`config.mk`:
```
export PLATFORM = sky130hd
export DESIGN_NAME = usbeb_core
export DESIGN_NICKNAME = d
export VERILOG_FILES = /design/src/hw/usbeb_pkg.sv /design/src/hw/usbeb_buf.sv /design/src/hw/usbeb_core.sv
export VERILOG_INCLUDE_DIRS = /design/src /design/src/hw
export SDC_FILE = /design/constraint.sdc
export NUM_CORES = 2
export LEC_CHECK = 0
export ABC_CLOCK_PERIOD_IN_PS = 16700
export BUFFER_PORTS_ARGS = -buffer_cell sky130_fd_sc_hd__buf_2
export CORE_UTILIZATION = 55
export CTS_CLUSTER_SIZE = 25
export DETAILED_ROUTE_END_ITERATION = 16
export PLACE_DENSITY = 0.68
export SYNTH_ARGS = -nofsm -noshare
export SYNTH_HDL_FRONTEND = slang
export SYNTH_SLANG_ARGS = --single-unit
```
`constraint.sdc`:
```
create_clock -name clk -period 16.7 [get_ports clk]
set_input_delay 1.67 -clock clk [delete_from_list [all_inputs] [get_ports clk]]
set_output_delay 1.67 -clock clk [all_outputs]
set_load 0.005 [all_outputs]
```
`src/hw/usbeb_consts.svh`:
```
// register offsets, field positions, reset values of the endpoint block
// assumes: included by bare name from the core and the assertion files
`ifndef USBEB_CONSTS_SVH
`define USBEB_CONSTS_SVH
`define USBEB_OFS_SETUP0 8'h00
`define USBEB_OFS_SETUP7 8'h07
`define USBEB_OFS_EP0STAT 8'h08
`define USBEB_OFS_PR 8'h09
`define USBEB_OFS_IST 8'h0a
`define USBEB_OFS_IEN 8'h0b
`define USBEB_OFS_EP0TGL 8'h0c
`define USBEB_OFS_EP0MP 8'h0d
`define USBEB_OFS_EP0CNT 8'h0e
`define USBEB_OFS_FST1 8'h0f
`define USBEB_OFS_FST2 8'h10
`define USBEB_OFS_EP0BUF 8'h11
`define USBEB_OFS_EP1CFG 8'h12
`define USBEB_OFS_BULK_ONE_TOGGLE 8'h13
`define USBEB_OFS_EP1MP 8'h14
`define USBEB_OFS_EP1CNT 8'h15
`define USBEB_OFS_EP1BUF 8'h16
`define USBEB_OFS_EP2CFG 8'h17
`define USBEB_OFS_BULK_TWO_TOGGLE 8'h18
`define USBEB_OFS_EP2MP 8'h19
`define USBEB_OFS_EP2CNT 8'h1a
`define USBEB_OFS_EP2BUF 8'h1b
`define USBEB_OFS_DMACTL 8'h1c
// packet ready bit positions
`define USBEB_PR_EP0_RX 0
`define USBEB_PR_EP1_RX 1
`define USBEB_PR_EP2_RX 2
`define USBEB_PR_EP0_TX 4
`define USBEB_PR_EP1_TX 5
`define USBEB_PR_EP2_TX 6
// interrupt status / enable bit positions
`define USBEB_IS_SETUP 0
`define USBEB_IS_EP1 1
`define USBEB_IS_EP2 2
`define USBEB_IS_EP0_RX 3
`define USBEB_IS_EP0_TX 4
// bulk config fields
`define USBEB_CFG_EN 7
`define USBEB_CFG_IN 6
`define USBEB_DMA_EN 0
// reset values
`define USBEB_RST_MP0 8'h08
`define USBEB_RST_MP1 7'h40
`define USBEB_RST_MP2 7'h40
`define USBEB_RST_CFG 8'h00
`endif

```
`src/hw/usbeb_pkg.sv`:
```
// types shared by the endpoint buffer control block
// assumes: constants come from usbeb_consts.svh
package usbeb_pkg;
  // register port from the local processor
  typedef struct packed {
    logic [7:0] addr;
    logic [7:0] wdata;
    logic wr;
    logic rd;
  } usbeb_bus_t;
  // events from the serial engine, same clock
  typedef struct packed {
    logic setup_wr;
    logic setup_done;
    logic rx_wr;
    logic rx_good;
    logic rx_bad;
    logic tx_rd;
    logic tx_ack;
    logic [1:0] ep;
    logic [7:0] data;
  } usbeb_evt_t;
  // answers to the serial engine
  typedef struct packed {
    logic [2:0] rx_room;
    logic [2:0] tx_full;
    logic [7:0] tx_byte;
  } usbeb_stat_t;
  typedef enum logic [2:0] {ST_IDLE, ST_DIN, ST_DOUT, ST_SIN} usbeb_stage_t;
endpackage : usbeb_pkg

```
`src/hw/usbeb_buf.sv`:
```
// byte fifo used for every endpoint buffer layer
// assumes: DEPTH a power of two; one clock, async high reset
`timescale 1ns/1ns
module usbeb_buf #(
  parameter int DEPTH = 8,
  parameter int CW = $clog2(DEPTH + 1)
) (
  input wire logic clk,
  input wire logic reset,
  input wire logic clr,
  input wire logic wr,
  input wire logic [7:0] wdata,
  input wire logic rd,
  output logic [7:0] rdata,
  output logic [CW-1:0] count,
  output logic empty,
  output logic full
);
  localparam int AW = $clog2(DEPTH);
  logic [7:0] mem [DEPTH];
  logic [AW-1:0] wp_r;
  logic [AW-1:0] rp_r;
  logic [CW-1:0] cnt_r;
  logic wr_ok;
  logic rd_ok;

  // overflow and underflow are dropped, never wrap the count
  assign wr_ok = wr && (cnt_r != CW'(DEPTH));
  assign rd_ok = rd && (cnt_r != '0);

  always_ff @(posedge clk or posedge reset) begin
    if (reset) begin
      wp_r <= '0;
      rp_r <= '0;
      cnt_r <= '0;
    end else if (clr) begin
      wp_r <= '0;
      rp_r <= '0;
      cnt_r <= '0;
    end else begin
      wp_r <= wp_r + AW'(wr_ok);
      rp_r <= rp_r + AW'(rd_ok);
      cnt_r <= cnt_r + CW'(wr_ok) - CW'(rd_ok);
    end
  end

  always_ff @(posedge clk) begin
    if (wr_ok && !clr) begin
      mem[wp_r] <= wdata;
    end
  end

  assign rdata = mem[rp_r];
  assign count = cnt_r;
  assign empty = (cnt_r == '0);
  assign full = (cnt_r == CW'(DEPTH));
endmodule : usbeb_buf

```
`src/hw/usbeb_core.sv`:
```
// endpoint buffers, setup capture and packet signalling of a usb device
// assumes: serial engine on the same clock sends decoded packet events
`timescale 1ns/1ns
`include "usbeb_consts.svh"
// Overview of operation
// - endpoint zero control data passes through one eight byte fifo
// - control transfer starts only on a setup request, whatever endpoint number it carries
// - control read, control write and no-data control forms are tracked
// - eight setup bytes latched; setup flag, status and enable at bit 0
// - ep0 ready at D0/D4, irq bits D3/D4, 4-bit count, 8-bit max packet
// - standard requests reach firmware through setup registers
// - two bulk endpoints, one and two
// - each bulk endpoint chooses in or out direction
// - bulk endpoint two holds sixty-four bytes, endpoint one twice that in two layers
// - only bulk endpoint one raises dma requests
// - endpoint one has two layers, processor and bus alternate
// - ep1 ready D1/D5, irq D1, toggle D0, 7-bit sizes, fifo D3..D2
// - ep2 ready D2/D6, irq D2, toggle D0, 7-bit sizes, fifo D3..D2
// - transmit ready clears after data sent and host acknowledged
// - receive ready sets after good packet acknowledged
module usbeb_core #(
  parameter int EP0_DEPTH = 8,
  parameter int BULK_DEPTH = 64
) (
  input wire logic clk,
  input wire logic reset,
  input wire usbeb_pkg::usbeb_bus_t bus,
  output logic [7:0] rdata,
  input wire usbeb_pkg::usbeb_evt_t usb_in,
  output usbeb_pkg::usbeb_stat_t usb_out,
  output logic irq,
  output logic dma_req
);
  localparam int C0 = $clog2(EP0_DEPTH + 1);
  localparam int CB = $clog2(BULK_DEPTH + 1);

  logic [7:0] setup_r [8];
  logic [2:0] sidx_r;
  logic setup_rdy_r;
  usbeb_pkg::usbeb_stage_t st_r;
  logic rdy0_rx_r, rdy0_tx_r, rdy2_rx_r, rdy2_tx_r;
  logic [1:0] full1_r;
  logic cl_r, ul_r;
  logic [4:0] ist_r, ien_r;
  logic [1:0] tgl0_r;
  logic tgl1_r, tgl2_r;
  logic [7:0] mp0_r, cfg1_r, cfg2_r, dmac_r;
  logic [6:0] mp1_r, mp2_r;
  logic [7:0] rdata_r, rd_nxt;
  usbeb_pkg::usbeb_stat_t uo_r;
  logic irq_r, dma_r;

  // register strobes
  wire logic w_st = bus.wr && bus.addr == `USBEB_OFS_EP0STAT;
  wire logic w_pr = bus.wr && bus.addr == `USBEB_OFS_PR;
  wire logic w_ist = bus.wr && bus.addr == `USBEB_OFS_IST;
  wire logic w_ien = bus.wr && bus.addr == `USBEB_OFS_IEN;
  wire logic w_t0 = bus.wr && bus.addr == `USBEB_OFS_EP0TGL;
  wire logic w_mp0 = bus.wr && bus.addr == `USBEB_OFS_EP0MP;
  wire logic w_b0 = bus.wr && bus.addr == `USBEB_OFS_EP0BUF;
  wire logic w_c1 = bus.wr && bus.addr == `USBEB_OFS_EP1CFG;
  wire logic w_t1 = bus.wr && bus.addr == `USBEB_OFS_BULK_ONE_TOGGLE;
  wire logic w_mp1 = bus.wr && bus.addr == `USBEB_OFS_EP1MP;
  wire logic w_b1 = bus.wr && bus.addr == `USBEB_OFS_EP1BUF;
  wire logic w_c2 = bus.wr && bus.addr == `USBEB_OFS_EP2CFG;
  wire logic w_t2 = bus.wr && bus.addr == `USBEB_OFS_BULK_TWO_TOGGLE;
  wire logic w_mp2 = bus.wr && bus.addr == `USBEB_OFS_EP2MP;
  wire logic w_b2 = bus.wr && bus.addr == `USBEB_OFS_EP2BUF;
  wire logic w_dma = bus.wr && bus.addr == `USBEB_OFS_DMACTL;
  wire logic r_b0 = bus.rd && bus.addr == `USBEB_OFS_EP0BUF;
  wire logic r_b1 = bus.rd && bus.addr == `USBEB_OFS_EP1BUF;
  wire logic r_b2 = bus.rd && bus.addr == `USBEB_OFS_EP2BUF;

  // direction of each endpoint
  wire logic in0 = (st_r == usbeb_pkg::ST_DIN) ||
                   (st_r == usbeb_pkg::ST_SIN);
  wire logic en1 = cfg1_r[`USBEB_CFG_EN];
  wire logic in1 = cfg1_r[`USBEB_CFG_IN];
  wire logic en2 = cfg2_r[`USBEB_CFG_EN];
  wire logic in2 = cfg2_r[`USBEB_CFG_IN];

  wire logic e0 = usb_in.ep == 2'd0;
  wire logic e1 = usb_in.ep == 2'd1;
  wire logic e2 = usb_in.ep == 2'd2;

  // buffer wires
  logic [7:0] b0_q, b2_q;
  logic [C0-1:0] b0_cnt;
  logic [CB-1:0] b2_cnt;
  logic b0_empty, b0_full, b2_empty, b2_full;
  logic [7:0] b1_q [2];
  logic [CB-1:0] b1_cnt [2];
  logic [1:0] b1_wr, b1_rd, b1_clr;

  // ep0 out packets only in the data-out phase (ST_DOUT)
  wire logic room0 = !in0 && !rdy0_rx_r && st_r != usbeb_pkg::ST_IDLE;
  wire logic room1 = en1 && !in1 && !full1_r[ul_r];
  wire logic room2 = en2 && !in2 && !rdy2_rx_r;
  wire logic rx0_good = usb_in.rx_good && e0 && room0;
  wire logic rx1_good = usb_in.rx_good && e1 && room1;
  wire logic rx2_good = usb_in.rx_good && e2 && room2;
  wire logic tx0_ack = usb_in.tx_ack && e0 && rdy0_tx_r;
  wire logic tx1_ack = usb_in.tx_ack && e1 && en1 && in1 &&
                       full1_r[ul_r];
  wire logic tx2_ack = usb_in.tx_ack && e2 && en2 && in2 &&
                       rdy2_tx_r;
  wire logic rel0 = w_pr && bus.wdata[`USBEB_PR_EP0_RX];
  wire logic rel1 = w_pr && bus.wdata[`USBEB_PR_EP1_RX];
  wire logic rel2 = w_pr && bus.wdata[`USBEB_PR_EP2_RX];
  wire logic go0 = w_pr && bus.wdata[`USBEB_PR_EP0_TX];
  wire logic go1 = w_pr && bus.wdata[`USBEB_PR_EP1_TX];
  wire logic go2 = w_pr && bus.wdata[`USBEB_PR_EP2_TX];

  // bytes beyond the max packet size are dropped on receive
  wire logic acc0 = usb_in.rx_wr && e0 && room0 &&
                    ({{(8-C0){1'b0}}, b0_cnt} < mp0_r);
  wire logic acc1 = usb_in.rx_wr && e1 && room1 &&
                    (b1_cnt[ul_r] < mp1_r);
  wire logic acc2 = usb_in.rx_wr && e2 && room2 && (b2_cnt < mp2_r);

  usbeb_buf #(.DEPTH(EP0_DEPTH), .CW(C0)) u_ep0 (
    .clk(clk),
    .reset(reset),
    .clr(usb_in.setup_done || (rel0 && !in0) ||
         (usb_in.rx_bad && e0 && room0)),
    .wr(in0 ? (w_b0 && !rdy0_tx_r) : acc0),
    .wdata(in0 ? bus.wdata : usb_in.data),
    .rd(in0 ? (usb_in.tx_rd && e0) : r_b0),
    .rdata(b0_q),
    .count(b0_cnt),
    .empty(b0_empty),
    .full(b0_full)
  );

  // two layers: processor owns cl_r, bus owns ul_r
  for (genvar l = 0; l < 2; l++) begin : g_lay
    assign b1_wr[l] = in1 ? (w_b1 && cl_r == l && !full1_r[l])
                          : (acc1 && ul_r == l);
    assign b1_rd[l] = in1 ? (usb_in.tx_rd && e1 && ul_r == l)
                          : (r_b1 && cl_r == l);
    assign b1_clr[l] = (!in1 && rel1 && cl_r == l && full1_r[l]) ||
                       (usb_in.rx_bad && e1 && room1 && ul_r == l);
    usbeb_buf #(.DEPTH(BULK_DEPTH), .CW(CB)) u_ep1 (
      .clk(clk),
      .reset(reset),
      .clr(b1_clr[l]),
      .wr(b1_wr[l]),
      .wdata(in1 ? bus.wdata : usb_in.data),
      .rd(b1_rd[l]),
      .rdata(b1_q[l]),
      .count(b1_cnt[l]),
      .empty(),
      .full()
    );
  end

  usbeb_buf #(.DEPTH(BULK_DEPTH), .CW(CB)) u_ep2 (
    .clk(clk),
    .reset(reset),
    .clr((!in2 && rel2) || (usb_in.rx_bad && e2 && room2)),
    .wr(in2 ? (w_b2 && !rdy2_tx_r) : acc2),
    .wdata(in2 ? bus.wdata : usb_in.data),
    .rd(in2 ? (usb_in.tx_rd && e2) : r_b2),
    .rdata(b2_q),
    .count(b2_cnt),
    .empty(b2_empty),
    .full(b2_full)
  );

  // setup capture
  always_ff @(posedge clk or posedge reset) begin
    if (reset) begin
      sidx_r <= 3'h0;
      for (int i = 0; i < 8; i++) begin
        setup_r[i] <= 8'h00;
      end
    end else if (usb_in.setup_done || usb_in.rx_bad) begin
      sidx_r <= 3'h0;
    end else if (usb_in.setup_wr) begin
      setup_r[sidx_r] <= usb_in.data;
      sidx_r <= sidx_r + 3'h1;
    end
  end

  always_ff @(posedge clk or posedge reset) begin
    if (reset) begin
      setup_rdy_r <= 1'b0;
    end else if (usb_in.setup_done) begin
      setup_rdy_r <= 1'b1;
    end else if (w_st && bus.wdata[0]) begin
      setup_rdy_r <= 1'b0;
    end
  end

  // control stage tracking
  always_ff @(posedge clk or posedge reset) begin
    if (reset) begin
      st_r <= usbeb_pkg::ST_IDLE;
    end else if (usb_in.setup_done) begin
      if ({setup_r[7], setup_r[6]} == 16'h0000) begin
        st_r <= usbeb_pkg::ST_SIN;
      end else if (setup_r[0][7]) begin
        st_r <= usbeb_pkg::ST_DIN;
      end else begin
        st_r <= usbeb_pkg::ST_DOUT;
      end
    end else begin
      unique case (st_r)
        usbeb_pkg::ST_IDLE: st_r <= usbeb_pkg::ST_IDLE;
        // host status out packet ends a control read
        usbeb_pkg::ST_DIN: if (usb_in.rx_good && e0) begin
          st_r <= usbeb_pkg::ST_IDLE;
        end
        usbeb_pkg::ST_DOUT: if (tx0_ack) begin
          st_r <= usbeb_pkg::ST_IDLE;
        end
        usbeb_pkg::ST_SIN: if (tx0_ack) begin
          st_r <= usbeb_pkg::ST_IDLE;
        end
      endcase
    end
  end

  // ep0 and ep2 packet ready; hardware set wins over processor clear
  always_ff @(posedge clk or posedge reset) begin
    if (reset) begin
      rdy0_rx_r <= 1'b0;
      rdy0_tx_r <= 1'b0;
    end else if (usb_in.setup_done) begin
      rdy0_rx_r <= 1'b0;
      rdy0_tx_r <= 1'b0;
    end else begin
      rdy0_rx_r <= rx0_good || (rdy0_rx_r && !rel0);
      rdy0_tx_r <= go0 || (rdy0_tx_r && !tx0_ack);
    end
  end

  always_ff @(posedge clk or posedge reset) begin
    if (reset) begin
      rdy2_rx_r <= 1'b0;
      rdy2_tx_r <= 1'b0;
    end else begin
      rdy2_rx_r <= rx2_good || (rdy2_rx_r && !rel2);
      rdy2_tx_r <= (go2 && in2) || (rdy2_tx_r && !tx2_ack);
    end
  end

  // ep1 layer ownership
  always_ff @(posedge clk or posedge reset) begin
    if (reset) begin
      full1_r <= 2'b00;
      cl_r <= 1'b0;
      ul_r <= 1'b0;
    end else if (w_c1) begin
      full1_r <= 2'b00;
      cl_r <= 1'b0;
      ul_r <= 1'b0;
    end else begin
      if (rx1_good || tx1_ack) begin
        full1_r[ul_r] <= rx1_good;
        ul_r <= !ul_r;
      end
      if ((in1 ? go1 : rel1) && (full1_r[cl_r] != in1)) begin
        full1_r[cl_r] <= in1;
        cl_r <= !cl_r;
      end
    end
  end

  // data toggles
  always_ff @(posedge clk or posedge reset) begin
    if (reset) begin
      tgl0_r <= 2'b00;
      tgl1_r <= 1'b0;
      tgl2_r <= 1'b0;
    end else begin
      if (usb_in.setup_done) begin
        tgl0_r <= 2'b11;
      end else if (rx0_good || tx0_ack) begin
        tgl0_r <= tgl0_r ^ {tx0_ack, rx0_good};
      end else if (w_t0) begin
        tgl0_r <= bus.wdata[1:0];
      end
      if (rx1_good || tx1_ack) begin
        tgl1_r <= !tgl1_r;
      end else if (w_t1) begin
        tgl1_r <= bus.wdata[0];
      end
      if (rx2_good || tx2_ack) begin
        tgl2_r <= !tgl2_r;
      end else if (w_t2) begin
        tgl2_r <= bus.wdata[0];
      end
    end
  end

  // configuration registers
  always_ff @(posedge clk or posedge reset) begin
    if (reset) begin
      mp0_r <= `USBEB_RST_MP0;
      mp1_r <= `USBEB_RST_MP1;
      mp2_r <= `USBEB_RST_MP2;
      cfg1_r <= `USBEB_RST_CFG;
      cfg2_r <= `USBEB_RST_CFG;
      dmac_r <= 8'h00;
      ien_r <= 5'h00;
    end else begin
      if (w_mp0) mp0_r <= bus.wdata;
      if (w_mp1) mp1_r <= bus.wdata[6:0];
      if (w_mp2) mp2_r <= bus.wdata[6:0];
      if (w_c1) cfg1_r <= bus.wdata;
      if (w_c2) cfg2_r <= bus.wdata;
      if (w_dma) dmac_r <= bus.wdata;
      if (w_ien) ien_r <= bus.wdata[4:0];
    end
  end

  // sticky interrupt status, write one to clear, new event wins
  wire logic [4:0] ev = {tx0_ack, rx0_good, rx2_good || tx2_ack,
                         rx1_good || tx1_ack, usb_in.setup_done};
  always_ff @(posedge clk or posedge reset) begin
    if (reset) begin
      ist_r <= 5'h00;
    end else begin
      ist_r <= (ist_r & ~(w_ist ? bus.wdata[4:0] : 5'h00)) | ev;
    end
  end

  always_ff @(posedge clk or posedge reset) begin
    if (reset) begin
      irq_r <= 1'b0;
      dma_r <= 1'b0;
    end else begin
      irq_r <= |(ist_r & ien_r);
      // dma follows the processor layer: free when in, full when out
      dma_r <= dmac_r[`USBEB_DMA_EN] && en1 &&
               (full1_r[cl_r] != in1);
    end
  end

  // answers to the serial engine; one cycle behind the state
  always_ff @(posedge clk or posedge reset) begin
    if (reset) begin
      uo_r <= '0;
    end else begin
      uo_r.rx_room <= {room2, room1, room0};
      uo_r.tx_full <= {en2 && in2 && rdy2_tx_r,
                       en1 && in1 && full1_r[ul_r], rdy0_tx_r};
      if (usb_in.tx_rd) begin
        uo_r.tx_byte <= e0 ? b0_q : (e1 ? b1_q[ul_r] : b2_q);
      end
    end
  end

  // register read mux, unmapped addresses read zero
  always_comb begin
    rd_nxt = 8'h00;
    if (bus.addr <= `USBEB_OFS_SETUP7) begin
      rd_nxt = setup_r[bus.addr[2:0]];
    end else begin
      unique case (bus.addr)
        `USBEB_OFS_EP0STAT: rd_nxt = {3'h0, st_r, 1'b0, setup_rdy_r};
        `USBEB_OFS_PR: rd_nxt = {1'b0, rdy2_tx_r,
                                 in1 && full1_r[cl_r], rdy0_tx_r,
                                 1'b0, rdy2_rx_r,
                                 !in1 && full1_r[cl_r], rdy0_rx_r};
        `USBEB_OFS_IST: rd_nxt = {3'h0, ist_r};
        `USBEB_OFS_IEN: rd_nxt = {3'h0, ien_r};
        `USBEB_OFS_EP0TGL: rd_nxt = {6'h00, tgl0_r};
        `USBEB_OFS_EP0MP: rd_nxt = mp0_r;
        `USBEB_OFS_EP0CNT: rd_nxt = {{(8-C0){1'b0}}, b0_cnt};
        `USBEB_OFS_FST1: rd_nxt = {4'h0, full1_r, b0_full, b0_empty};
        `USBEB_OFS_FST2: rd_nxt = {4'h0, b2_full, b2_empty, 2'b00};
        `USBEB_OFS_EP0BUF: rd_nxt = b0_q;
        `USBEB_OFS_EP1CFG: rd_nxt = cfg1_r;
        `USBEB_OFS_BULK_ONE_TOGGLE: rd_nxt = {7'h00, tgl1_r};
        `USBEB_OFS_EP1MP: rd_nxt = {1'b0, mp1_r};
        `USBEB_OFS_EP1CNT: rd_nxt = {1'b0, b1_cnt[cl_r][6:0]};
        `USBEB_OFS_EP1BUF: rd_nxt = b1_q[cl_r];
        `USBEB_OFS_EP2CFG: rd_nxt = cfg2_r;
        `USBEB_OFS_BULK_TWO_TOGGLE: rd_nxt = {7'h00, tgl2_r};
        `USBEB_OFS_EP2MP: rd_nxt = {1'b0, mp2_r};
        `USBEB_OFS_EP2CNT: rd_nxt = {1'b0, b2_cnt[6:0]};
        `USBEB_OFS_EP2BUF: rd_nxt = b2_q;
        `USBEB_OFS_DMACTL: rd_nxt = dmac_r;
        default: rd_nxt = 8'h00;
      endcase
    end
  end

  always_ff @(posedge clk or posedge reset) begin
    if (reset) begin
      rdata_r <= 8'h00;
    end else begin
      rdata_r <= bus.rd ? rd_nxt : 8'h00;
    end
  end

  assign rdata = rdata_r;
  assign usb_out = uo_r;
  assign irq = irq_r;
  assign dma_req = dma_r;
endmodule : usbeb_core

```
==> metrics.cfg <==
[outcome]
status = complete, no violations

[routing]
viasPerCell = 6.56
drc_errors = 0
wirelength_um = 189000
antenna_left = 0
drt_iter0_drc = 5187
firstDrtPassIters = 6
vias = 41500
wire_per_inst_um = 29.8

[place]
gp_routability_congestion = 0.973
numPortBuffers = 60
dpl.hpwl_um = 119000

[floorplanning]
initial_core_util = 0.557
rows = 135
die_w_um = 373
core_region_area_sq_um = 136000
die-area_sq_um = 139000
io_pins = 61
die_h_um = 373

[clock_tree]
cts_root_buf = clkbuf_16
postCtsHoldBufs = 0
clk_path_buf_depth = 3
clk_pin_slew_ps = 70
cts_tree = built
post_cts_resize_count = 0
numCtsBuffers = 179
cts.sinks = 1829
clk_latency_ps = 830
htree_levels = 4
post_cts_buffers = 0

[final_layout]
nFillCells = 9508
final_nets = 4504
multiInputGateArea_sq_um = 21100
area_growth_pct = 12.0
seqCellArea_sq_um = 53800
drive_gt1_frac = 0.257

[setup_path]
worst_path_most_repeated_cell = a21oi_1
crit_path_top_delay_cell = buf_4
cp-end-kind = flip-flop
worstPathRequired_ps = 17440
path_cells = buf_2, buf_4, clkinv_1, nand2_1, nor3_1, and4b_1, a31oi_4, buf_4, inv_1, ha_1, fa_1, a21oi_1, o21bai_1, a21oi_1, nor2_1, or3_1, a21oi_1
critical_path.max_stage_delay_ps = 820
path_max_fanout = 65
start_kind = input port
cp.arrival_ps = 6280
setup.worst_path.class = input port to flip-flop

[global_routing]
grt_max_degree = 101
grt_use_total = 0.274
grt_pass1_wl_um = 279000
antenna_found_initial = 10
grt_pass1_vias = 40700
grt_overflow_total = 0

[synth]
synthArstFlopShare = 0.125
synth_seq_cells = 1829
synth_edf_count = 1600
synth_flop_cell = edfxtp_1
synth_nets = 4383
ys_warn_count = 0
yosysUniqueCellTypes = 83
netlist_area_sq_um = 75800
synth_cells = 4275
avgSynthCellArea_sq_um = 17.7
yosysSeqAreaShare = 0.710

[sta]
final-hold-violation-count = 0
worst_pin_slew_ps = 1240
max_slew_margin = 0.172
whs_ps = 483
fin_skew_ps = 55.3
rsz0062_at_grt = false
setup-tns-final_ps = 0
post-route-period-util = 0.332
setup_viol = 0
fmax_mhz = 180
drv_slew = 0
fin_crit_ps = 5540

[job]
max-cap-violations = 0

[power]
powerDensity_nw_per_um2 = 127
peakVddDrop_uv = 158
p_leak_nw = 27.8

[worst_hold_path]
hold_class = flip-flop to flip-flop

worst paths after layout:
path / startpoint / endpoint / slack, ps / cells past startpoint
max: bus[10] / g_lay[1].u_ep1.count[6] / 11160 / 17
min: setup_rdy_r / setup_rdy_r / 480 / 1
max reg2reg: g_lay[1].u_ep1.rp_r[0] / rdata[0] / 11300 / 8
min reg2reg: setup_rdy_r / setup_rdy_r / 480 / 1
max in group asynchronous: reset / g_lay[0].u_ep1.rp_r[0] / 14110 / 3
min in group asynchronous: reset / setup_r[26] / 960 / 2
stage by stage:
stage	area [sq um]	utilization	instances	power, mW	setup slack [ps]
4_1_cts	84900	0.623	6327	10.9	11270
3_5_place_dp	79100	0.581	5996	6.91	10390
3_3_place_gp	79100	0.581	5996	6.90	10380
6_report	84900	0.623	6332	10.8	11160
2_1_floorplan	75800	-	4275	6.41	8750
5_1_grt	84900	0.623	6328	11.1	10820
cells by family (layout without fill, tap and decap cells):
kind of cell               Yosys count  in the layout  synth area share
buffers and inverters              375            646            0.0219
xor gates and xnor gates            47             47           0.00543
and+or+nand+nor                    841            841            0.0577
DFF                               1829           1829             0.710
AOI/OAI and AO/OA                  470            470            0.0420
other                                0              5                 0
adders and majority gates           71             71            0.0121
muxes                              642            642             0.151
per-layer routing:
layer  global-route usage  share of wire  up-vias
met5                    0        0.00017        -
met4               0.0825          0.027        4
li1                     -              -    17600
met3               0.0573          0.094      310
met2                0.415           0.47     2089
met1                0.403           0.41    21500
worst max-delay path: cells and delay by family:
kind | cells | cell delay, ps
AOI/OAI and AO/OA | 5 | 710
and+or+nand+nor | 5 | 1110
adders and majority gates | 2 | 700
buffers and inverters | 5 | 2030
where the power goes:
part           total (mW)  switching, mW  internal, mW
Clock                3.99           1.70          2.28
Combinational        1.61          0.906         0.699
Sequential           5.21          0.146          5.06
registers in the layout, indices dropped and copies added (netlist names), 12 cells and up:
register / count
usb_out: 14
u_ep0.mem: 64
setup_r: 64
g_lay.u_ep1.wp_r: 12
u_ep2.mem: 512
g_lay.u_ep1.mem: 1024
g_lay.u_ep1.rp_r: 12
g_lay.u_ep1.count: 14
cell usage in the layout (no fill, tap or decap), types with 17 or more instances in the layout:
cell type / count
clkinv_1: 37
or3_1: 19
nor2_1: 173
dfrtp_1: 218
nor3_1: 36
o21ai_0: 74
clkbuf_1: 38
nand3_1: 54
o22ai_1: 34
buf_4: 164
xnor2_1: 33
inv_1: 85
a21o_1: 17
a21oi_1: 92
nand2_1: 189
nor4_2: 107
and2_1: 20
a221oi_1: 17
a31oi_1: 26
clkinv_2: 31
edfxtp_1: 1600
nand3b_1: 24
clkbuf_16: 183
mux4_2: 387
a22oi_1: 64
mux2_2: 140
mux2i_1: 108
nor2b_1: 35
buf_2: 60
nor4_1: 99
a211oi_1: 28
ha_1: 67
synthesized netlist by cell type, drive strengths merged (36+ instances only):
library cell	instances	share of area
mux2	147	0.022
nor3	36	0.0024
mux2i	108	0.014
mux4	387	0.12
nor2	173	0.0086
nor4	206	0.017
nand2	189	0.0094
inv	88	0.0044
a22oi	65	0.0064
dfrtp	226	0.075
clkbuf	161	0.0080
ha	67	0.011
a21oi	92	0.0061
o21ai	79	0.0052
nand3	54	0.0036
edfxtp	1600	0.63
buf	124	0.0095
final cells by class:
class | instances | share of cell area
timing repair buffer | 225 | 0.0183
sequential | 1829 | 0.634
clock buffer | 229 | 0.0569
antenna | 5 | 0.000147
inverter | 90 | 0.00407
multi-input combinational | 2071 | 0.249
tap | 1781 | 0.0263
clock inverter | 102 | 0.0114
No activity file was read; power rests on OpenSTA's default activity.
